$ cat src/ccs_cfg.svh
// Register map, field positions, reset values and codes of the clock output block.
`ifndef CCS_CFG_SVH
`define CCS_CFG_SVH

`define CCS_OFF_REFREP 8'h00
`define CCS_OFF_TRIG 8'h04
`define CCS_OFF_AUX 8'h08
`define CCS_OFF_STATUS 8'h0c

`define CCS_REFREP_EN_BIT 0
`define CCS_TRIG_EN_BIT 0
`define CCS_TRIG_MODE_LSB 1
`define CCS_TRIG_DIV_LSB 8
`define CCS_TRIG_MODE_TS 2'h3

`define CCS_REFREP_RST 32'h0000_0001
`define CCS_TRIG_RST 32'h0000_0200
`define CCS_AUX_RST 32'h0000_0000
`define CCS_REFREP_MASK 32'h0000_0001
`define CCS_TRIG_MASK 32'h0000_ff07
`define CCS_AUX_MASK 32'h0000_003f

`define CCS_DIV_MIN 8'h02
`define CCS_DIV_TWO 8'h02
`define CCS_DIV_FOUR 8'h04

`define CCS_RESP_OKAY 2'h0
`define CCS_RESP_SLVERR 2'h2

`endif

$ cat src/ccs_pkg.sv
// Types shared by the clock output block.
package ccs_pkg;

  typedef enum logic [2:0] {
    CCS_SRC_OFF,
    CCS_SRC_REF,
    CCS_SRC_DIV2,
    CCS_SRC_DIV4,
    CCS_SRC_OVR
  } ccs_src_e;

  typedef struct packed {
    logic diff_clk;
    logic se_ref;
    logic se_sel;
    logic pll_en;
    logic pd;
    logic [1:0] cfg;
    logic tstamp;
    logic ser_clk;
    logic ovr_c;
    logic ovr_d;
    logic quad;
    logic frame_ref;
  } ccs_pins_s;

  typedef struct packed {
    logic overrange_output_enable;
    logic [1:0] out_d_divider_mode;
    logic [1:0] out_c_divider_mode;
    logic pin_override_enable;
  } ccs_aux_ctrl_s;

endpackage

$ cat src/ccs_div.sv
// Event-counting clock divider with a nominal fifty percent duty cycle.
`timescale 1ns/1ps
`default_nettype none
`include "ccs_cfg.svh"
module ccs_div (
  // Clock and reset.
  input wire logic clk,
  input wire logic rst,
  // Control.
  input wire logic run,
  input wire logic tick,
  input wire logic [7:0] ratio,
  // Divided output.
  output logic clk_out
);

  logic [7:0] cnt_reg;
  logic [7:0] cnt_next;
  logic [7:0] ratio_eff;
  logic out_reg;

  // Ratios below two are treated as two.
  assign ratio_eff = (ratio < `CCS_DIV_MIN) ? `CCS_DIV_MIN : ratio;
  assign cnt_next = (cnt_reg >= ratio_eff - 8'h01) ? 8'h00 : cnt_reg + 8'h01;
  assign clk_out = out_reg;

  always_ff @(posedge clk) begin
    if (rst || !run) begin
      cnt_reg <= 8'h00;
      out_reg <= 1'b0;
    end else if (tick) begin
      cnt_reg <= cnt_next;
      out_reg <= cnt_next < (ratio_eff >> 1);
    end
  end

endmodule
`default_nettype wire

$ cat src/ccs_top.sv
// Auxiliary clock outputs, trigger output and frame reference capture with an AXI4-Lite register port.
//
// Chosen here: the register offsets and the AXI4-Lite slave port.
`timescale 1ns/1ps
`default_nettype none
`include "ccs_cfg.svh"
module ccs_top
  import ccs_pkg::*;
(
  // Clock and reset.
  input wire logic clk,
  input wire logic rst,
  // AXI4-Lite write channels.
  input wire logic [7:0] s_axi_awaddr,
  input wire logic s_axi_awvalid,
  output logic s_axi_awready,
  input wire logic [31:0] s_axi_wdata,
  input wire logic [3:0] s_axi_wstrb,
  input wire logic s_axi_wvalid,
  output logic s_axi_wready,
  output logic [1:0] s_axi_bresp,
  output logic s_axi_bvalid,
  input wire logic s_axi_bready,
  // AXI4-Lite read channels.
  input wire logic [7:0] s_axi_araddr,
  input wire logic s_axi_arvalid,
  output logic s_axi_arready,
  output logic [31:0] s_axi_rdata,
  output logic [1:0] s_axi_rresp,
  output logic s_axi_rvalid,
  input wire logic s_axi_rready,
  // Device pins.
  input wire logic diff_clock_input,
  input wire logic single_ended_clock_input,
  input wire logic single_ended_ref_select,
  input wire logic pll_enable_pin,
  input wire logic power_down_pin,
  input wire logic [1:0] clock_config_pins,
  input wire logic timestamp_input,
  input wire logic serializer_clock,
  input wire logic overrange_flag_c,
  input wire logic overrange_flag_d,
  input wire logic quad_variant,
  input wire logic frame_ref_input,
  // Clock and event outputs.
  output logic ref_repeat_out,
  output logic trigger_clock_out,
  output logic aux_clock_out_c,
  output logic aux_clock_out_d,
  output logic frame_ref_capture
);

  // ************************************************************
  // Functions
  // ************************************************************

  function automatic logic [31:0] merge(input logic [31:0] old, input logic [31:0] data,
                                        input logic [3:0] strb, input logic [31:0] mask);
    logic [31:0] res;
    res = old;
    for (int i = 0; i < 4; i++) begin
      if (strb[i]) begin
        res[i*8 +: 8] = data[i*8 +: 8];
      end
    end
    return res & mask;
  endfunction

  function automatic logic reg_hit(input logic [7:0] addr);
    return addr == `CCS_OFF_REFREP || addr == `CCS_OFF_TRIG ||
           addr == `CCS_OFF_AUX || addr == `CCS_OFF_STATUS;
  endfunction

  function automatic ccs_src_e aux_src(input logic ovr, input logic [1:0] cfg, input logic [1:0] mode,
                                       input logic flag_en, input logic quad, input logic is_d,
                                       input logic [1:0] c_mode);
    ccs_src_e s;
    logic [1:0] code;
    code = ovr ? mode : cfg;
    s = CCS_SRC_OFF;
    if (code == 2'h0) begin
      if (flag_en && quad) begin
        s = CCS_SRC_OVR;
      end
    end else if (is_d && !ovr) begin
      s = CCS_SRC_REF;
    end else if (is_d && c_mode == 2'h0) begin
      s = CCS_SRC_OFF;
    end else begin
      case (code)
        2'h1: s = CCS_SRC_REF;
        2'h2: s = CCS_SRC_DIV2;
        default: s = CCS_SRC_DIV4;
      endcase
    end
    return s;
  endfunction

  function automatic logic aux_level(input ccs_src_e s, input logic ref_lvl, input logic d2,
                                     input logic d4, input logic flag);
    logic v;
    case (s)
      CCS_SRC_REF: v = ref_lvl;
      CCS_SRC_DIV2: v = d2;
      CCS_SRC_DIV4: v = d4;
      CCS_SRC_OVR: v = flag;
      default: v = 1'b0;
    endcase
    return v;
  endfunction

  // ************************************************************
  // Pin synchronisers
  // ************************************************************

  ccs_pins_s pins_raw;
  ccs_pins_s sync1_reg;
  ccs_pins_s sync2_reg;
  ccs_pins_s prev_reg;

  assign pins_raw = '{diff_clk: diff_clock_input, se_ref: single_ended_clock_input,
                      se_sel: single_ended_ref_select, pll_en: pll_enable_pin,
                      pd: power_down_pin, cfg: clock_config_pins, tstamp: timestamp_input,
                      ser_clk: serializer_clock, ovr_c: overrange_flag_c,
                      ovr_d: overrange_flag_d, quad: quad_variant, frame_ref: frame_ref_input};

  always_ff @(posedge clk) begin
    if (rst) begin
      sync1_reg <= '0;
      sync2_reg <= '0;
      prev_reg <= '0;
    end else begin
      sync1_reg <= pins_raw;
      sync2_reg <= sync1_reg;
      prev_reg <= sync2_reg;
    end
  end

  logic sel_ref;
  logic sel_prev;
  logic ref_rise;
  logic ser_rise;
  logic frame_edge;
  logic pd;

  assign sel_ref = sync2_reg.se_sel ? sync2_reg.se_ref : sync2_reg.diff_clk;
  assign sel_prev = prev_reg.se_sel ? prev_reg.se_ref : prev_reg.diff_clk;
  assign ref_rise = sel_ref & ~sel_prev;
  assign ser_rise = sync2_reg.ser_clk & ~prev_reg.ser_clk;
  assign frame_edge = sync2_reg.frame_ref & ~prev_reg.frame_ref;
  assign pd = sync2_reg.pd;

  // ************************************************************
  // AXI4-Lite slave
  // ************************************************************

  logic awready_reg;
  logic aw_held_reg;
  logic [7:0] awaddr_reg;
  logic wready_reg;
  logic w_held_reg;
  logic [31:0] wdata_reg;
  logic [3:0] wstrb_reg;
  logic bvalid_reg;
  logic [1:0] bresp_reg;
  logic arready_reg;
  logic rvalid_reg;
  logic [31:0] rdata_reg;
  logic [1:0] rresp_reg;
  logic aw_fire;
  logic w_fire;
  logic ar_fire;
  logic wr_do;

  assign aw_fire = s_axi_awvalid & awready_reg;
  assign w_fire = s_axi_wvalid & wready_reg;
  assign ar_fire = s_axi_arvalid & arready_reg;
  assign wr_do = aw_held_reg & w_held_reg & ~bvalid_reg;

  always_ff @(posedge clk) begin
    if (rst) begin
      awready_reg <= 1'b0;
      aw_held_reg <= 1'b0;
      awaddr_reg <= 8'h00;
    end else if (aw_fire) begin
      awready_reg <= 1'b0;
      aw_held_reg <= 1'b1;
      awaddr_reg <= s_axi_awaddr;
    end else if (wr_do) begin
      awready_reg <= 1'b1;
      aw_held_reg <= 1'b0;
    end else begin
      awready_reg <= ~aw_held_reg;
    end
  end

  always_ff @(posedge clk) begin
    if (rst) begin
      wready_reg <= 1'b0;
      w_held_reg <= 1'b0;
      wdata_reg <= 32'h0000_0000;
      wstrb_reg <= 4'h0;
    end else if (w_fire) begin
      wready_reg <= 1'b0;
      w_held_reg <= 1'b1;
      wdata_reg <= s_axi_wdata;
      wstrb_reg <= s_axi_wstrb;
    end else if (wr_do) begin
      wready_reg <= 1'b1;
      w_held_reg <= 1'b0;
    end else begin
      wready_reg <= ~w_held_reg;
    end
  end

  always_ff @(posedge clk) begin
    if (rst) begin
      bvalid_reg <= 1'b0;
      bresp_reg <= `CCS_RESP_OKAY;
    end else if (wr_do) begin
      bvalid_reg <= 1'b1;
      bresp_reg <= reg_hit(awaddr_reg) ? `CCS_RESP_OKAY : `CCS_RESP_SLVERR;
    end else if (s_axi_bready) begin
      bvalid_reg <= 1'b0;
    end
  end

  // ************************************************************
  // Control registers
  // ************************************************************

  logic [31:0] refrep_reg;
  logic [31:0] trig_reg;
  logic [31:0] aux_reg;
  ccs_aux_ctrl_s aux_ctrl;
  logic [1:0] trig_mode;
  logic trig_on;

  assign aux_ctrl = aux_reg[5:0];
  assign trig_mode = trig_reg[`CCS_TRIG_MODE_LSB +: 2];
  assign trig_on = trig_reg[`CCS_TRIG_EN_BIT] & ~pd;

  always_ff @(posedge clk) begin
    if (rst) begin
      refrep_reg <= `CCS_REFREP_RST;
      trig_reg <= `CCS_TRIG_RST;
      aux_reg <= `CCS_AUX_RST;
    end else if (wr_do) begin
      case (awaddr_reg)
        `CCS_OFF_REFREP: refrep_reg <= merge(refrep_reg, wdata_reg, wstrb_reg, `CCS_REFREP_MASK);
        `CCS_OFF_TRIG: trig_reg <= merge(trig_reg, wdata_reg, wstrb_reg, `CCS_TRIG_MASK);
        `CCS_OFF_AUX: aux_reg <= merge(aux_reg, wdata_reg, wstrb_reg, `CCS_AUX_MASK);
        default: refrep_reg <= refrep_reg;
      endcase
    end
  end

  // ************************************************************
  // Dividers
  // ************************************************************

  logic ref_div2;
  logic ref_div4;
  logic ser_div;

  ccs_div u_div2 (
    .clk(clk),
    .rst(rst),
    .run(~pd),
    .tick(ref_rise),
    .ratio(`CCS_DIV_TWO),
    .clk_out(ref_div2)
  );

  ccs_div u_div4 (
    .clk(clk),
    .rst(rst),
    .run(~pd),
    .tick(ref_rise),
    .ratio(`CCS_DIV_FOUR),
    .clk_out(ref_div4)
  );

  ccs_div u_ser_div (
    .clk(clk),
    .rst(rst),
    .run(trig_on && trig_mode != `CCS_TRIG_MODE_TS),
    .tick(ser_rise),
    .ratio(trig_reg[`CCS_TRIG_DIV_LSB +: 8]),
    .clk_out(ser_div)
  );

  // ************************************************************
  // Output selection
  // ************************************************************

  ccs_src_e src_c;
  ccs_src_e src_d;

  assign src_c = aux_src(aux_ctrl.pin_override_enable, sync2_reg.cfg, aux_ctrl.out_c_divider_mode,
                         aux_ctrl.overrange_output_enable, sync2_reg.quad, 1'b0,
                         aux_ctrl.out_c_divider_mode);
  assign src_d = aux_src(aux_ctrl.pin_override_enable, sync2_reg.cfg, aux_ctrl.out_d_divider_mode,
                         aux_ctrl.overrange_output_enable, sync2_reg.quad, 1'b1,
                         aux_ctrl.out_c_divider_mode);

  logic ref_repeat_reg;
  logic trig_out_reg;
  logic aux_c_reg;
  logic aux_d_reg;

  always_ff @(posedge clk) begin
    if (rst) begin
      ref_repeat_reg <= 1'b0;
    end else begin
      ref_repeat_reg <= refrep_reg[`CCS_REFREP_EN_BIT] & sync2_reg.pll_en & ~pd & sel_ref;
    end
  end

  always_ff @(posedge clk) begin
    if (rst) begin
      trig_out_reg <= 1'b0;
    end else if (!trig_on) begin
      trig_out_reg <= 1'b0;
    end else if (trig_mode == `CCS_TRIG_MODE_TS) begin
      trig_out_reg <= sync2_reg.tstamp;
    end else begin
      trig_out_reg <= ser_div;
    end
  end

  always_ff @(posedge clk) begin
    if (rst) begin
      aux_c_reg <= 1'b0;
      aux_d_reg <= 1'b0;
    end else begin
      aux_c_reg <= ~pd & aux_level(src_c, sel_ref, ref_div2, ref_div4, sync2_reg.ovr_c);
      aux_d_reg <= ~pd & aux_level(src_d, sel_ref, ref_div2, ref_div4, sync2_reg.ovr_d);
    end
  end

  // ************************************************************
  // Frame reference capture
  // ************************************************************

  logic frame_pend_reg;
  logic frame_cap_reg;
  logic [15:0] frame_cnt_reg;

  // A new edge in the same cycle as a capture keeps the pending flag set.
  always_ff @(posedge clk) begin
    if (rst || pd) begin
      frame_pend_reg <= 1'b0;
    end else if (frame_edge) begin
      frame_pend_reg <= 1'b1;
    end else if (ref_rise) begin
      frame_pend_reg <= 1'b0;
    end
  end

  always_ff @(posedge clk) begin
    if (rst) begin
      frame_cap_reg <= 1'b0;
      frame_cnt_reg <= 16'h0000;
    end else begin
      frame_cap_reg <= frame_pend_reg & ref_rise & ~pd;
      if (frame_cap_reg) begin
        frame_cnt_reg <= frame_cnt_reg + 16'h0001;
      end
    end
  end

  // ************************************************************
  // Read path
  // ************************************************************

  logic [31:0] status_word;
  logic [31:0] rd_word;

  assign status_word = {frame_cnt_reg, 3'h0, sync2_reg.cfg, pd, sync2_reg.pll_en, sync2_reg.se_sel,
                        src_d, src_c, trig_out_reg | trig_on, ref_repeat_reg | (sync2_reg.pll_en & ~pd)};

  always_comb begin
    case (s_axi_araddr)
      `CCS_OFF_REFREP: rd_word = refrep_reg;
      `CCS_OFF_TRIG: rd_word = trig_reg;
      `CCS_OFF_AUX: rd_word = aux_reg;
      `CCS_OFF_STATUS: rd_word = status_word;
      default: rd_word = 32'h0000_0000;
    endcase
  end

  always_ff @(posedge clk) begin
    if (rst) begin
      arready_reg <= 1'b0;
      rvalid_reg <= 1'b0;
      rdata_reg <= 32'h0000_0000;
      rresp_reg <= `CCS_RESP_OKAY;
    end else if (ar_fire) begin
      arready_reg <= 1'b0;
      rvalid_reg <= 1'b1;
      rdata_reg <= rd_word;
      rresp_reg <= reg_hit(s_axi_araddr) ? `CCS_RESP_OKAY : `CCS_RESP_SLVERR;
    end else if (rvalid_reg && s_axi_rready) begin
      rvalid_reg <= 1'b0;
      arready_reg <= 1'b1;
    end else begin
      arready_reg <= ~rvalid_reg;
    end
  end

  // ************************************************************
  // Output ports
  // ************************************************************

  assign s_axi_awready = awready_reg;
  assign s_axi_wready = wready_reg;
  assign s_axi_bvalid = bvalid_reg;
  assign s_axi_bresp = bresp_reg;
  assign s_axi_arready = arready_reg;
  assign s_axi_rvalid = rvalid_reg;
  assign s_axi_rdata = rdata_reg;
  assign s_axi_rresp = rresp_reg;
  assign ref_repeat_out = ref_repeat_reg;
  assign trigger_clock_out = trig_out_reg;
  assign aux_clock_out_c = aux_c_reg;
  assign aux_clock_out_d = aux_d_reg;
  assign frame_ref_capture = frame_cap_reg;

endmodule
`default_nettype wire

$ cat config.mk
export PLATFORM = sky130hd
export DESIGN_NAME = ccs_top
export DESIGN_NICKNAME = d
export VERILOG_FILES = /design/src/ccs_pkg.sv /design/src/ccs_div.sv /design/src/ccs_top.sv
export VERILOG_INCLUDE_DIRS = /design/src
export SDC_FILE = /design/constraint.sdc
export NUM_CORES = 1
export LEC_CHECK = 0
export ABC_AREA = 1
export BUFFER_PORTS_ARGS = -buffer_cell sky130_fd_sc_hd__buf_2
export CORE_ASPECT_RATIO = 0.9
export CORE_MARGIN = 1.5
export CORE_UTILIZATION = 25
export DETAILED_ROUTE_END_ITERATION = 6
export GPL_TIMING_DRIVEN = 0
export PLACE_DENSITY_LB_ADDON = 0.08
export REMOVE_ABC_BUFFERS = 1
export SETUP_SLACK_MARGIN = 0.15
export SLEW_MARGIN = 40
export SYNTH_ARGS = -nofsm -noshare
export SYNTH_HDL_FRONTEND = slang
export SYNTH_HIERARCHICAL = 1
export SYNTH_SLANG_ARGS = --single-unit
$ cat constraint.sdc
create_clock -name clk -period 3.55 [get_ports clk]
set_clock_uncertainty 0.05 [all_clocks]
set_input_delay 0.355 -clock clk [delete_from_list [all_inputs] [get_ports clk]]
set_output_delay 0.355 -clock clk [all_outputs]
set_load 0.05 [all_outputs]
# After elaboration in Yosys (flattened, before gate mapping)
# Cells that the tools add are included.
# W data, S select, Z words.
[classes] n_addsub=5 multipliers=0 n_div=0 n_lt_le_gt_ge=7 n_eq_ne=20 shift=0 mux=35 bitwise=28 reduce_logical=30
[op_table] cell="$pmux W32 S4" count=1
[op_table] cell="$eq A8 B4 Y1 const B" count=4
[op_table] cell="$mux W8" count=4
[op_table] cell="$add A8 B1 Y8 const B" count=3
[op_table] cell="$and A1 B1 Y1" count=17
[op_table] cell="$mux W1" count=17
[op_table] cell="$add A16 B1 Y16 const B" count=1
[op_table] cell="$eq A8 B3 Y1 const B" count=2
[op_table] cell="$logic_not A8 Y1" count=2
[op_table] cell="$lt A8 B2 Y1 const B" count=2
[op_table] cell="$eq A3 B2 Y1 const B" count=4
[op_table] cell="$mux W2" count=6
[op_table] cell="$reduce_and A3 Y1" count=4
[op_table] cell="$reduce_bool A2 Y1" count=5
[op_table] cell="$mux W3" count=3
[op_table] cell="$not A1 Y1" count=9
[op_table] cell="$ge A8 B1 Y1 const B" count=1
[op_table] cell="$ge A8 B2 Y1 const B" count=1
[op_table] cell="$ge A8 B8 Y1" count=1
[op_table] cell="$logic_or A1 B1 Y1" count=8
[op_table] cell="$lt A8 B1 Y1 const B" count=1
[op_table] cell="$lt A8 B7 Y1" count=1
[op_table] cell="$pmux W1 S4" count=2
[op_table] cell="$pmux W2 S2" count=2
[op_table] cell="11 further kinds" count=24
[totals] regBits=167 latch_bits=0 ramBits=0 mem_bits_ro=0 inputBits=72 memories=0

# Logic depth before layout (Yosys ltp)
# Gate-level depths: netlist (run 1).
[depth] depth_word=10 ltp_mapped=25 depth_no_buf=24

# Modules after synthesis
# The synthesis (run 1) kept the hierarchy.
[by_module_without_submodules] mod="ccs_top" instances=1 cells_per_inst=709 area_each_um2=5360.1 seq_area_each_um2=2722.6
[by_module_without_submodules] mod="ccs_div" instances=3 cells_per_inst=157 area_each_um2=996.0 seq_area_each_um2=180.2

# Worst setup path before layout (run 1)
# Ideal clock, no wire load.
[synth_timing] path_kind="register -> register" start="register trig_reg[13]" end="register u_ser_div.out_reg (netlist: u_ser_div/clk_out)" setup_ps=66 arrival_time_ps=2930 required_time_ps=3434 slack_ps=504 stages_incl_launch_ff=23 n_path_buf=1 period_less_slack_ps=3046 cell_sequence="dfxtp_1 > nor3_1 > nand4_1 > nand2_1 > ha_1 > nand2_1 > nor3_1 > xor2_1 > inv_1 > ha_1 > nand2_1 > nor2_1 > nor2_1 > and2_4 > buf_6 > nand3_1 > inv_1 > ha_1 > a21oi_1 > nor2_1 > nor3_2 > nand2_1 > a21oi_2"
[synth_between] elab_chain_len=6
[synth_lines] element="start: declaration" line="ccs_top.sv:233" rtl="logic [31:0] trig_reg;"
[synth_lines] element="start signal: assignment" line="ccs_top.sv:246" rtl="trig_reg <= `CCS_TRIG_RST;"
[synth_lines] element="start signal: assignment" line="ccs_top.sv:251" rtl="`CCS_OFF_TRIG: trig_reg <= merge(trig_reg, wdata_reg, wstrb_reg, `CCS_TRIG_MASK);"
[synth_lines] element="$lt A8 B2 Y1 (no line)"
[synth_lines] element="$mux W8 (*)" line="ccs_div.sv:23" rtl="assign ratio_eff = (ratio < `CCS_DIV_MIN) ? `CCS_DIV_MIN : ratio;"
[synth_lines] element="$sub A8 B1 Y8 (*)" line="ccs_div.sv:24" rtl="assign cnt_next = (cnt_reg >= ratio_eff - 8'h01) ? 8'h00 : cnt_reg + 8'h01;"
[synth_lines] element="$ge A8 B8 Y1 (*)" line="ccs_div.sv:24"
[synth_lines] element="$mux W8 (*)" line="ccs_div.sv:24"
[synth_lines] element="named net u_ser_div.cnt_next[5]" line="ccs_div.sv:18" rtl="logic [7:0] cnt_next;"
[synth_lines] element="$lt A8 B7 Y1 (*)" line="ccs_div.sv:33" rtl="out_reg <= cnt_next < (ratio_eff >> 1);"
[synth_lines] element="end signal: assignment" line="ccs_div.sv:33"
[synth_lines] element="end: declaration" line="ccs_div.sv:20" rtl="logic out_reg;"
# Mark *: on every way through the listed nets, which the timed path passes. The rest lies on a longest branch.
# A chain may end at the register's enable or synchronous reset.

# Worst setup path in the final report (run 1)
# Same ends and word-level chain as after synthesis.

==> impl_metrics.env, run 1 <==
export IMPL_maxClockFrequency_ghz=0.315
export IMPL_syn2layout_area_growth_pct=22.7
export IMPL_largest_register_ffs=32
export IMPL_viasPerCell=4.09
export IMPL_status="completed"
export IMPL_final_layout_size_suffix_gt1_share_pct=17.3
export IMPL_die_area_um2=34500
export IMPL_die_w_um=196
export IMPL_clk_latency_ns=0.43
export IMPL_postSynth_asyncResetShare_pct=0
export IMPL_drtIter0Drc=268
export IMPL_first_global_vias=6858
export IMPL_static_leakage_power_uw=0.00476
export IMPL_synthMuxAreaShare_pct=0.120
export IMPL_worst_endpoint_required_time_ns=3.86
export IMPL_synth_avg_cell_area_um2=7.07
export IMPL_io_pins=118
export IMPL_hold_ws_ns=0.0803
export IMPL_irDropWorstVdd_v=0.000256
export IMPL_numClockSinks=163
export IMPL_path_class="register to register"
export IMPL_yosys_most_used_dff="sky130_fd_sc_hd__dfxtp_1"
export IMPL_compound_cell_area_share_of_the_yosys_netlist_pct=12.5
export IMPL_routedWlPerCell_um=12.3
export IMPL_synth_yosys_warnings=6
export IMPL_antenna_left=0
export IMPL_pwr_share_seq_pct=43.9
export IMPL_core_rowCount=63
export IMPL_portBuffers=95
export IMPL_timing_startpoint_of_the_critical_path="trig_reg[13]$_SDFFE_PP0P_"
export IMPL_fill_cells=3675
export IMPL_area_share_of_fa_ha_maj_cells_after_synthesis_pct=8.09
export IMPL_ys_seq_area_share_pct=39.1
export IMPL_place_gp_congestion=0.746
export IMPL_setup_repair_after_global_routing_missed_its_margin="true"
export IMPL_hold_violations=0
export IMPL_synth_top_family_by_area="simple AND/OR/NAND/NOR gates"
export IMPL_cell_chosen_for_the_clock_root="sky130_fd_sc_hd__clkbuf_16"
export IMPL_total_clock_buffers_created_by_cts=17
export IMPL_timing_max_slew_rel_slack_pct=55.9
export IMPL_critical_path_arrival_ns=3.48
export IMPL_clock_power_share_pct=47.3
export IMPL_num_antenna_cells=0
export IMPL_globalRoute_totalOverflow=0
export IMPL_min_delay_path_class="input pin to register"
export IMPL_critical_path_reg2reg_startpoint="trig_reg[13]$_SDFFE_PP0P_"
export IMPL_post_route_drc_count=0
export IMPL_hold_buf_count_cts=0
export IMPL_grt_util_all_layers_pct=12.8
export IMPL_setup_worst_path_start_class="register"
export IMPL_hpwl_detailed_um=16100
export IMPL_int_power_uw=3230
export IMPL_drt_wl_total_um=21600
export IMPL_dp_cells=1712
export IMPL_timing_worst_slew_pin_value_ns=0.661
export IMPL_endpoint_class_of_the_critical_path="register"
export IMPL_cp_max_fo=7
export IMPL_floorplan_initialDensity_pct=25.3
export IMPL_period_minus_slack_ns=3.18
export IMPL_deepest_clock_path_buffer_count=2
export IMPL_p_total_uw=4370
export IMPL_drv_max_cap_violation_count=0
export IMPL_combPwrFrac_pct=8.8
export IMPL_switching_share_pct=26.0
export IMPL_instances_no_fill=1755
export IMPL_nets=1446
export IMPL_routed_via_count=7178
export IMPL_hold_path_startpoint="serializer_clock"
export IMPL_pwr_density_cell_nw_per_um2=426
export IMPL_layout_common_cells="sky130_fd_sc_hd__nand2_1 (249), sky130_fd_sc_hd__inv_1 (178), sky130_fd_sc_hd__nor2_1 (160)"
export IMPL_netSwitchingPower_uw=1130
export IMPL_post_synth_num_cell_types=43
export IMPL_die_height_um=176
export IMPL_layout_worst_path_cycle_share_pct=89.5
export IMPL_layout_commonest_cell="sky130_fd_sc_hd__nand2_1"
export IMPL_grt_start_max_net_pins=65
export IMPL_grt_pass1_wl_um=35200
export IMPL_antenna_found_initial=0
export IMPL_drv_slew=0
export IMPL_yosys_area_share_xor_xnor_pct=1.89
export IMPL_cts_tree="yes"
export IMPL_core_area_um2=32900
export IMPL_synthesis_instances=1180
export IMPL_final_core_utilization_pct=31.1
export IMPL_synth_seq_cells=163
export IMPL_synth_simple_gate_area_share_pct=27.7
export IMPL_count_of_h_tree_levels_built_during_cts=4
export IMPL_syn_area_um2=8350
export IMPL_synth_edff_count=0
export IMPL_report_final_setup_viol=0
export IMPL_cts_reportedPaths_clkPinSlew_ns=0.08
export IMPL_drt_pass1_iter_count=4
==> timing repair <==
item / in CTS / in global routing
buffers inserted: 0 / 11
endpoints found under the hold margin: 0 / 0
pin swaps: 1 / 21
endpoints found under the setup margin: 1 / 1
resized for setup: 9 / 26
==> power groups by stage <==
stage	sequential, µW	combinational (µW)	clock, µW
floorplan	1980	236	0
global placement	1960	382	0
detailed placement	1960	385	0
CTS	1920	387	2130
global route	1920	448	2210
finish	1920	385	2060
==> critical path, stage by stage (launching register included) <==
cell and delay, ns:
sky130_fd_sc_hd__dfxtp_4 0.37, sky130_fd_sc_hd__nor3_2 0.15, sky130_fd_sc_hd__nand4_1 0.14, sky130_fd_sc_hd__nand2_1 0.12, sky130_fd_sc_hd__ha_2 0.20, sky130_fd_sc_hd__nand2_2 0.06, sky130_fd_sc_hd__nor3_2 0.16, sky130_fd_sc_hd__xor2_1 0.16
sky130_fd_sc_hd__inv_1 0.09, sky130_fd_sc_hd__ha_4 0.27, sky130_fd_sc_hd__nand2_2 0.05, sky130_fd_sc_hd__nor2_1 0.09, sky130_fd_sc_hd__nand2_1 0.08, sky130_fd_sc_hd__and2_4 0.18, sky130_fd_sc_hd__buf_4 0.13, sky130_fd_sc_hd__nand2_1 0.06
sky130_fd_sc_hd__nor2_2 0.04, sky130_fd_sc_hd__ha_2 0.18, sky130_fd_sc_hd__a21oi_2 0.14, sky130_fd_sc_hd__nor2_1 0.06, sky130_fd_sc_hd__nor3_2 0.14, sky130_fd_sc_hd__nand2_2 0.08, sky130_fd_sc_hd__a21oi_2 0.11
==> Yosys cell counts, types with 3 or more instances <==
cell / instances / area, µm²
sky130_fd_sc_hd__nor3_1: 15 / 75.1
sky130_fd_sc_hd__xnor2_1: 3 / 26.3
sky130_fd_sc_hd__dfxtp_1: 163 / 3260
sky130_fd_sc_hd__buf_1: 7 / 26.3
sky130_fd_sc_hd__and2_4: 3 / 26.3
sky130_fd_sc_hd__inv_1: 181 / 679
sky130_fd_sc_hd__ha_1: 54 / 676
sky130_fd_sc_hd__a21o_1: 3 / 22.5
sky130_fd_sc_hd__nand2_2: 7 / 43.8
sky130_fd_sc_hd__nor3_2: 5 / 50.1
sky130_fd_sc_hd__nor2_1: 167 / 627
sky130_fd_sc_hd__o21ai_1: 4 / 20.0
sky130_fd_sc_hd__buf_2: 4 / 20.0
sky130_fd_sc_hd__a21oi_1: 97 / 485
sky130_fd_sc_hd__nand3_2: 9 / 90.1
sky130_fd_sc_hd__clkbuf_1: 16 / 60.1
sky130_fd_sc_hd__a21oi_2: 4 / 35.0
sky130_fd_sc_hd__nand3_1: 34 / 170
sky130_fd_sc_hd__a211oi_2: 4 / 50.1
sky130_fd_sc_hd__nor2_4: 8 / 90.1
sky130_fd_sc_hd__o31ai_1: 3 / 22.5
sky130_fd_sc_hd__nor2_2: 9 / 56.3
sky130_fd_sc_hd__buf_6: 5 / 56.3
sky130_fd_sc_hd__o21ai_0: 67 / 335
sky130_fd_sc_hd__inv_2: 5 / 18.8
sky130_fd_sc_hd__nand2_1: 255 / 957
sky130_fd_sc_hd__nand4_1: 12 / 75.1
sky130_fd_sc_hd__xor2_1: 15 / 131
==> final cells by class <==
class | instances | area (µm²) | area share [%]
flip-flops and latches | 163 | 3280 | 32.0
inverters | 188 | 708 | 6.91
repair buffers | 107 | 592 | 5.78
clock inverters | 14 | 211 | 2.06
well taps | 422 | 528 | 5.15
clock buffers | 18 | 439 | 4.29
multi-input cells | 843 | 4490 | 43.8
==> path summary, 6_finish.rpt <==
kind | end | slack (ns) | depth (start not counted)
worst max register to register | u_ser_div/clk_out$_SDFFE_PP0P_ | 0.37 | 22
worst min-delay path | sync1_reg[4]$_SDFF_PP0_ | 0.08 | 3
worst min register to register | sync2_reg[1]$_SDFF_PP0_ | 0.35 | 2
worst max-delay path | u_ser_div/clk_out$_SDFFE_PP0P_ | 0.37 | 22
==> cells by family (layout without fill, tap and decap cells) <==
family	Yosys count	count (layout)
muxes	1	1
DFF	163	163
adders and majority gates	54	54
xor gates and xnor gates	18	18
and+or+nand+nor	529	529
buffers and inverters	222	327
AOI/OAI and AO/OA	191	191
other	2	50
==> metrics by stage <==
stage | worst slack [ns] | setup TNS, ns | instance area, µm²
3_3_place_gp | -0.220 | -5.37 | 9350
2_1_floorplan | 0.592 | 0 | 8350
5_1_grt | 0.0613 | 0 | 10200
3_5_place_dp | 0.0626 | 0 | 9400
6_report | 0.372 | 0 | 10200
4_1_cts | 0.151 | 0 | 10100
==> layer usage <==
layer / GRT usage [%] / routed length [µm]
met2: 19.7 / 9180
met3: 2.56 / 694
met5: 0 / 0
met4: 2.78 / 149
met1: 18.4 / 11600
Note: power is estimated with default switching activity, not from simulation.
==> inputs of run 2 (changes only) <==
--- a/config.mk
+++ b/config.mk
@@ -12,7 +12,6 @@
 export CORE_MARGIN = 1.5
 export CORE_UTILIZATION = 25
 export DETAILED_ROUTE_END_ITERATION = 6
-export GPL_TIMING_DRIVEN = 0
 export PLACE_DENSITY_LB_ADDON = 0.08
 export REMOVE_ABC_BUFFERS = 1
 export SETUP_SLACK_MARGIN = 0.15
==> run 2 against run 1 <==
  * Final cell count about the same
  * Utilization down 0.40 points
  * Non-clock buffer count down 1
  * Critical path type unchanged
  * Combinational power about the same
  * Flip-flop and latch count unchanged
  * Total power down 4.4%
==> impl_metrics.env, run 2 (synthesis gave the netlist of run 1 again) <==
export IMPL_nets=1445
export IMPL_globalRoute_totalOverflow=0
export IMPL_drv_slew=0
export IMPL_regToRegEndpoint="u_ser_div/clk_out$_SDFFE_PP0P_"
export IMPL_hold_depth=3
export IMPL_cp_slowest_cell="sky130_fd_sc_hd__dfxtp_4"
export IMPL_layout_common_cells="sky130_fd_sc_hd__nand2_1 (252), sky130_fd_sc_hd__inv_1 (181), sky130_fd_sc_hd__nor2_1 (162)"
export IMPL_numClockSinks=163
export IMPL_place_gp_congestion=0.764
export IMPL_largest_register_ffs=32
export IMPL_io_pins=118
export IMPL_drtIter0Drc=323
export IMPL_static_leakage_power_uw=0.00472
export IMPL_core_area_um2=32900
export IMPL_portBuffers=95
export IMPL_syn2layout_area_growth_pct=21.2
export IMPL_final_setup_tns_ns=0
export IMPL_drv_max_cap_violation_count=0
export IMPL_status="completed"
export IMPL_count_of_h_tree_levels_built_during_cts=4
export IMPL_deepest_clock_path_buffer_count=2
export IMPL_cp_slowest_stage_delay_ns=0.36
export IMPL_timing_max_slew_rel_slack_pct=54.8
export IMPL_fill_cells=3656
export IMPL_critical_path_reg2reg_startpoint="trig_reg[13]$_SDFFE_PP0P_"
export IMPL_core_rowCount=63
export IMPL_path_class="register to register"
export IMPL_critical_path_arrival_ns=3.46
export IMPL_routedWlPerCell_um=12.2
export IMPL_cp_max_fo=7
export IMPL_grt_util_all_layers_pct=12.8
export IMPL_num_antenna_cells=0
export IMPL_die_height_um=176
export IMPL_setup_worst_path_start_class="register"
export IMPL_reg2reg_slack_ns=0.41
export IMPL_maxClockFrequency_ghz=0.319
export IMPL_report_final_setup_viol=0
export IMPL_total_clock_buffers_created_by_cts=17
export IMPL_setup_repair_after_global_routing_missed_its_margin="false"
export IMPL_grt_start_max_net_pins=58
export IMPL_reg2regPathDepth=21
export IMPL_p_total_uw=4170
export IMPL_whs_endpoint="sync1_reg[4]$_SDFF_PP0_"
export IMPL_cts_reportedPaths_clkPinSlew_ns=0.08
export IMPL_drt_pass1_iter_count=5
export IMPL_antenna_left=0
export IMPL_die_area_um2=34500
export IMPL_endpoint_class_of_the_critical_path="register"
export IMPL_irDropWorstVdd_v=0.000281
export IMPL_min_delay_path_class="input pin to register"
export IMPL_die_w_um=196
export IMPL_viasPerCell=4.09
export IMPL_hold_path_startpoint="serializer_clock"
export IMPL_layout_commonest_cell="sky130_fd_sc_hd__nand2_1"
export IMPL_final_layout_size_suffix_gt1_share_pct=16.2
export IMPL_post_route_drc_count=0
export IMPL_cts_tree="yes"
export IMPL_cell_chosen_for_the_clock_root="sky130_fd_sc_hd__clkbuf_16"
export IMPL_floorplan_initialDensity_pct=25.3
export IMPL_antenna_found_initial=0
export IMPL_layout_worst_path_cycle_share_pct=88.4
export IMPL_first_global_vias=6762
export IMPL_timing_worst_slew_pin_value_ns=0.678
export IMPL_timing_critical_path_cells="nor3_1, nand4_1, nand2_1, ha_2, nand2_2, nor3_2, xor2_1, inv_1, ha_1, nand2_2, nor2_2, nor2_2, and2_4, nand3_2, inv_1, ha_4, a21oi_2, nor2_1, nor3_2, nand2_1, a21oi_2"
export IMPL_clk_latency_ns=0.44
export IMPL_hpwl_detailed_um=16200
export IMPL_drt_wl_total_um=21400
export IMPL_hold_violations=0
export IMPL_routed_via_count=7177
export IMPL_worst_endpoint_required_time_ns=3.87
export IMPL_pwr_density_cell_nw_per_um2=412
export IMPL_period_minus_slack_ns=3.14
export IMPL_grt_pass1_wl_um=34800
export IMPL_final_core_utilization_pct=30.7
-- run 2: how the worst max path moves through the flow --
| stage | start | end | slack (ns) | depth (start not counted) |
|---|---|---|---|---|
| final | trig_reg[13]$_SDFFE_PP0P_ | u_ser_div/clk_out$_SDFFE_PP0P_ | 0.41 | 21 |
| after global routing | trig_reg[13]$_SDFFE_PP0P_ | u_ser_div/clk_out$_SDFFE_PP0P_ | 0.17 | 23 |
| after CTS | trig_reg[14]$_SDFFE_PP0P_ | u_ser_div/clk_out$_SDFFE_PP0P_ | 0.16 | 18 |
| after detailed placement | trig_reg[14]$_SDFFE_PP0P_ | u_ser_div/clk_out$_SDFFE_PP0P_ | 0.19 | 18 |
| after global placement | trig_reg[13]$_SDFFE_PP0P_ | u_ser_div/clk_out$_SDFFE_PP0P_ | 0.25 | 21 |
| after floorplan | trig_reg[13]$_SDFFE_PP0P_ | u_ser_div/clk_out$_SDFFE_PP0P_ | 0.59 | 21 |
-- run 2: critical path, delay by kind of cell (launching register included) --
| kind | cells | cell delay [ns] |
|---|---|---|
| buf+inv | 2 | 0.16 |
| xor+xnor | 1 | 0.15 |
| flops | 1 | 0.36 |
| simple gates | 13 | 1.46 |
| compound gates | 2 | 0.21 |
| fa+ha+maj | 3 | 0.68 |
-- run 2: metrics by stage --
step / cells / setup slack [ns] / hold WS [ns] / cell area [µm²]
after floorplan: 1194 / 0.592 / 0.338 / 8350
after global placement: 1716 / 0.246 / 0.341 / 9400
after detailed placement: 1716 / 0.186 / 0.342 / 9400
after CTS: 1748 / 0.155 / 0.0501 / 10000
after global routing: 1754 / 0.167 / 0.0645 / 10100
final: 1754 / 0.411 / 0.0710 / 10100
-- run 2: area by class of cell --
type / count / area [µm²] / area share, %
inverter: 188 / 706 / 6.98
sequential: 163 / 3280 / 32.4
tap: 422 / 528 / 5.22
timing repair buffer: 106 / 561 / 5.54
clock inverter: 14 / 165 / 1.63
clock buffer: 18 / 439 / 4.34
multi-input combinational: 843 / 4440 / 43.9
-- run 2: repair_timing --
item                                    CTS  global route
hold buffers                              0             0
endpoints found under the setup margin    0             1
gates resized for setup                   0            22
buffers inserted                          0             6
-- run 2: per-layer routing --
metal	vias up	track usage, %	share of wire (%)
li1	3938	-	-
met1	3142	17.9	52
met2	81	20.1	43
met3	16	2.46	3.1
met4	0	3.49	0.98
met5	-	0	0
-- run 2: power breakdown --
| group | switching (µW) | leakage [µW] | internal (µW) | total (µW) |
|---|---|---|---|---|
| combinational | 258 | 0.00309 | 127 | 385 |
| clock | 903 | 0.000296 | 968 | 1870 |
| sequential | 34.6 | 0.00133 | 1880 | 1920 |
==> inputs of run 3 (changes only) <==
--- a/config.mk
+++ b/config.mk
@@ -9,7 +9,7 @@
 export ABC_AREA = 1
 export BUFFER_PORTS_ARGS = -buffer_cell sky130_fd_sc_hd__buf_2
 export CORE_ASPECT_RATIO = 0.9
-export CORE_MARGIN = 1.5
+export CORE_MARGIN = 1
 export CORE_UTILIZATION = 25
 export DETAILED_ROUTE_END_ITERATION = 6
 export PLACE_DENSITY_LB_ADDON = 0.08
==> constraint.sdc (replaced) <==
create_clock -name clk -period 2.96 [get_ports clk]
set_clock_uncertainty 0.05 [all_clocks]
set_input_delay 0.296 -clock clk [delete_from_list [all_inputs] [get_ports clk]]
set_output_delay 0.296 -clock clk [all_outputs]
set_load 0.05 [all_outputs]
==> run 3 against run 2 <==
  * The run now ends with setup timing left
  * Sequential power up 20%
  * Non-clock buffer count increased by 33
  * Critical path depth rose by 2
  * Final cell count is 1.9% higher
  * Final area is 3.4% higher
  * Routed wire length is 3.5% higher
  * Maximum frequency rose by 4.2%
  * Register-to-register slack worse by 0.46 ns
  * Hold slack lost 0.045 ns
  * Critical path type unchanged
  * Critical endpoint unchanged
==> impl_metrics.env, run 3 (synthesis gave the netlist of run 1 again) <==
export IMPL_status="finished, violations left"
export IMPL_violations="setup timing"
export IMPL_drt_pass1_iter_count=4
export IMPL_setup_repair_after_global_routing_missed_its_margin="true"
export IMPL_cts_tree="yes"
export IMPL_netSwitchingPower_uw=1400
export IMPL_worst_endpoint_required_time_ns=3.28
export IMPL_path_class="register to register"
export IMPL_timing_worst_slew_pin_value_ns=0.797
export IMPL_irDropWorstVdd_v=0.000363
export IMPL_drv_slew=0
export IMPL_hold_ws_ns=0.0259
export IMPL_viasPerCell=4.07
export IMPL_clock_power_share_pct=44.7
export IMPL_deepest_clock_path_buffer_count=2
export IMPL_routedWlPerCell_um=12.4
export IMPL_grt_util_all_layers_pct=13.4
export IMPL_period_minus_slack_ns=3.01
export IMPL_final_layout_size_suffix_gt1_share_pct=18.5
export IMPL_layout_common_cells="sky130_fd_sc_hd__nand2_1 (248), sky130_fd_sc_hd__inv_1 (179), sky130_fd_sc_hd__nor2_1 (163)"
export IMPL_core_rowCount=63
export IMPL_drt_wl_total_um=22200
export IMPL_floorplan_initialDensity_pct=25.4
export IMPL_int_power_uw=3620
export IMPL_nets=1478
export IMPL_hpwl_detailed_um=16600
export IMPL_die_height_um=175
export IMPL_static_leakage_power_uw=0.00486
export IMPL_cell_chosen_for_the_clock_root="sky130_fd_sc_hd__clkbuf_16"
export IMPL_timing_max_slew_rel_slack_pct=46.8
export IMPL_grt_start_max_net_pins=72
export IMPL_final_core_utilization_pct=31.8
export IMPL_cts_reportedPaths_clkPinSlew_ns=0.07
export IMPL_layout_worst_path_cycle_share_pct=102
export IMPL_first_global_vias=6885
export IMPL_total_clock_buffers_created_by_cts=17
export IMPL_multi_input_area_um2=4530
export IMPL_core_area_um2=32900
export IMPL_finalWorstSetupSlack_ns=-0.0518
export IMPL_placement_cell_area_um2=9560
export IMPL_setup_worst_path_start_class="register"
export IMPL_place_gp_congestion=0.753
export IMPL_pwr_density_cell_nw_per_um2=479
export IMPL_drtIter0Drc=263
export IMPL_grt_pass1_wl_um=36200
export IMPL_antenna_found_initial=0
export IMPL_hold_violations=0
export IMPL_numClockSinks=163
export IMPL_count_of_h_tree_levels_built_during_cts=4
export IMPL_routed_via_count=7265
export IMPL_clk_latency_ns=0.43
export IMPL_layout_commonest_cell="sky130_fd_sc_hd__nand2_1"
export IMPL_switching_share_pct=27.8
export IMPL_num_antenna_cells=0
export IMPL_endpoint_class_of_the_critical_path="register"
export IMPL_globalRoute_totalOverflow=0
export IMPL_largest_register_ffs=32
export IMPL_final_cell_area_um2=10500
export IMPL_register_area_um2=3270
export IMPL_io_pins=118
export IMPL_report_final_setup_viol=1
export IMPL_combPwrFrac_pct=9.4
export IMPL_die_w_um=195
export IMPL_drv_max_cap_violation_count=0
export IMPL_die_area_um2=34100
export IMPL_post_route_drc_count=0
export IMPL_cp_max_fo=7
export IMPL_antenna_left=0
export IMPL_min_delay_path_class="input pin to register"
export IMPL_portBuffers=95
export IMPL_pwr_share_seq_pct=45.9
export IMPL_maxClockFrequency_ghz=0.332
export IMPL_critical_path_arrival_ns=3.33
export IMPL_syn2layout_area_growth_pct=25.3
export IMPL_fill_cells=3622
run 3: per-layer routing:
metal  routed length [µm]  vias up  global-route usage [%]  share of wire, %
met4                  166        0                    3.27              0.75
li1                     -     3997                       -                 -
met5                    0        -                       0                 0
met3                  703       10                    2.73               3.2
met2                 9740       84                    21.0                44
met1                11600     3174                    18.7                52
run 3: stage by stage:
step	TNS, ns	instances	power, µW	setup slack [ns]
2_1_floorplan	0	1194	2650	0.00168
3_3_place_gp	-0.187	1738	2820	-0.187
3_5_place_dp	-0.270	1738	2820	-0.270
4_1_cts	-0.152	1785	5120	-0.152
5_1_grt	-0.392	1787	5280	-0.392
6_report	-0.0518	1787	5010	-0.0518
run 3: critical path: stages, from the launching register on:
cell,delay (ns)
sky130_fd_sc_hd__dfxtp_2,0.32
sky130_fd_sc_hd__nor3_2,0.16
sky130_fd_sc_hd__nand4_1,0.12
sky130_fd_sc_hd__buf_4,0.16
sky130_fd_sc_hd__nand2_4,0.07
sky130_fd_sc_hd__inv_2,0.04
sky130_fd_sc_hd__ha_4,0.15
sky130_fd_sc_hd__buf_6,0.11
sky130_fd_sc_hd__xnor2_2,0.12
sky130_fd_sc_hd__ha_1,0.28
sky130_fd_sc_hd__nand2_2,0.08
sky130_fd_sc_hd__nor2_2,0.04
sky130_fd_sc_hd__nor2_1,0.07
sky130_fd_sc_hd__nand2_1,0.07
sky130_fd_sc_hd__nand2_1,0.08
sky130_fd_sc_hd__and2_4,0.21
sky130_fd_sc_hd__nand3_2,0.10
sky130_fd_sc_hd__inv_2,0.07
sky130_fd_sc_hd__ha_4,0.19
sky130_fd_sc_hd__a21oi_2,0.11
sky130_fd_sc_hd__nor2_1,0.06
sky130_fd_sc_hd__nor3_2,0.09
sky130_fd_sc_hd__nand2_1,0.08
sky130_fd_sc_hd__a21oi_2,0.10
run 3: cell type report:
class	instances	share of cell area [%]
tap	422	5.05
timing repair buffer	139	8.01
inverter	188	6.75
multi-input combinational	843	43.4
clock inverter	15	1.54
sequential	163	31.2
clock buffer	17	4.07
run 3: path summary, 6_finish.rpt:
kind,start,endpoint,slack [ns],cells after the start
worst max register to register,trig_reg[9]$_SDFFE_PP1P_,u_ser_div/clk_out$_SDFFE_PP0P_,-0.05,23
worst max-delay path,trig_reg[9]$_SDFFE_PP1P_,u_ser_div/clk_out$_SDFFE_PP0P_,-0.05,23
worst min register to register,sync1_reg[2]$_SDFF_PP0_,sync2_reg[2]$_SDFF_PP0_,0.35,2
worst min-delay path,overrange_flag_c,sync1_reg[3]$_SDFF_PP0_,0.03,3
run 3: power groups by stage:
stage / sequential [µW] / combinational (µW) / clock (µW)
final: 2300 / 473 / 2240
after global routing: 2310 / 548 / 2420
after CTS: 2300 / 478 / 2340
after detailed placement: 2350 / 468 / 0
after global placement: 2350 / 467 / 0
after floorplan: 2370 / 284 / 0
run 3: timing repair:
action	CTS	global route
hold buffers	7	0
endpoints found under the setup margin	1	8
resized for setup	18	20
endpoints found under the hold margin	7	0
setup buffers	8	2
pin swaps	21	10
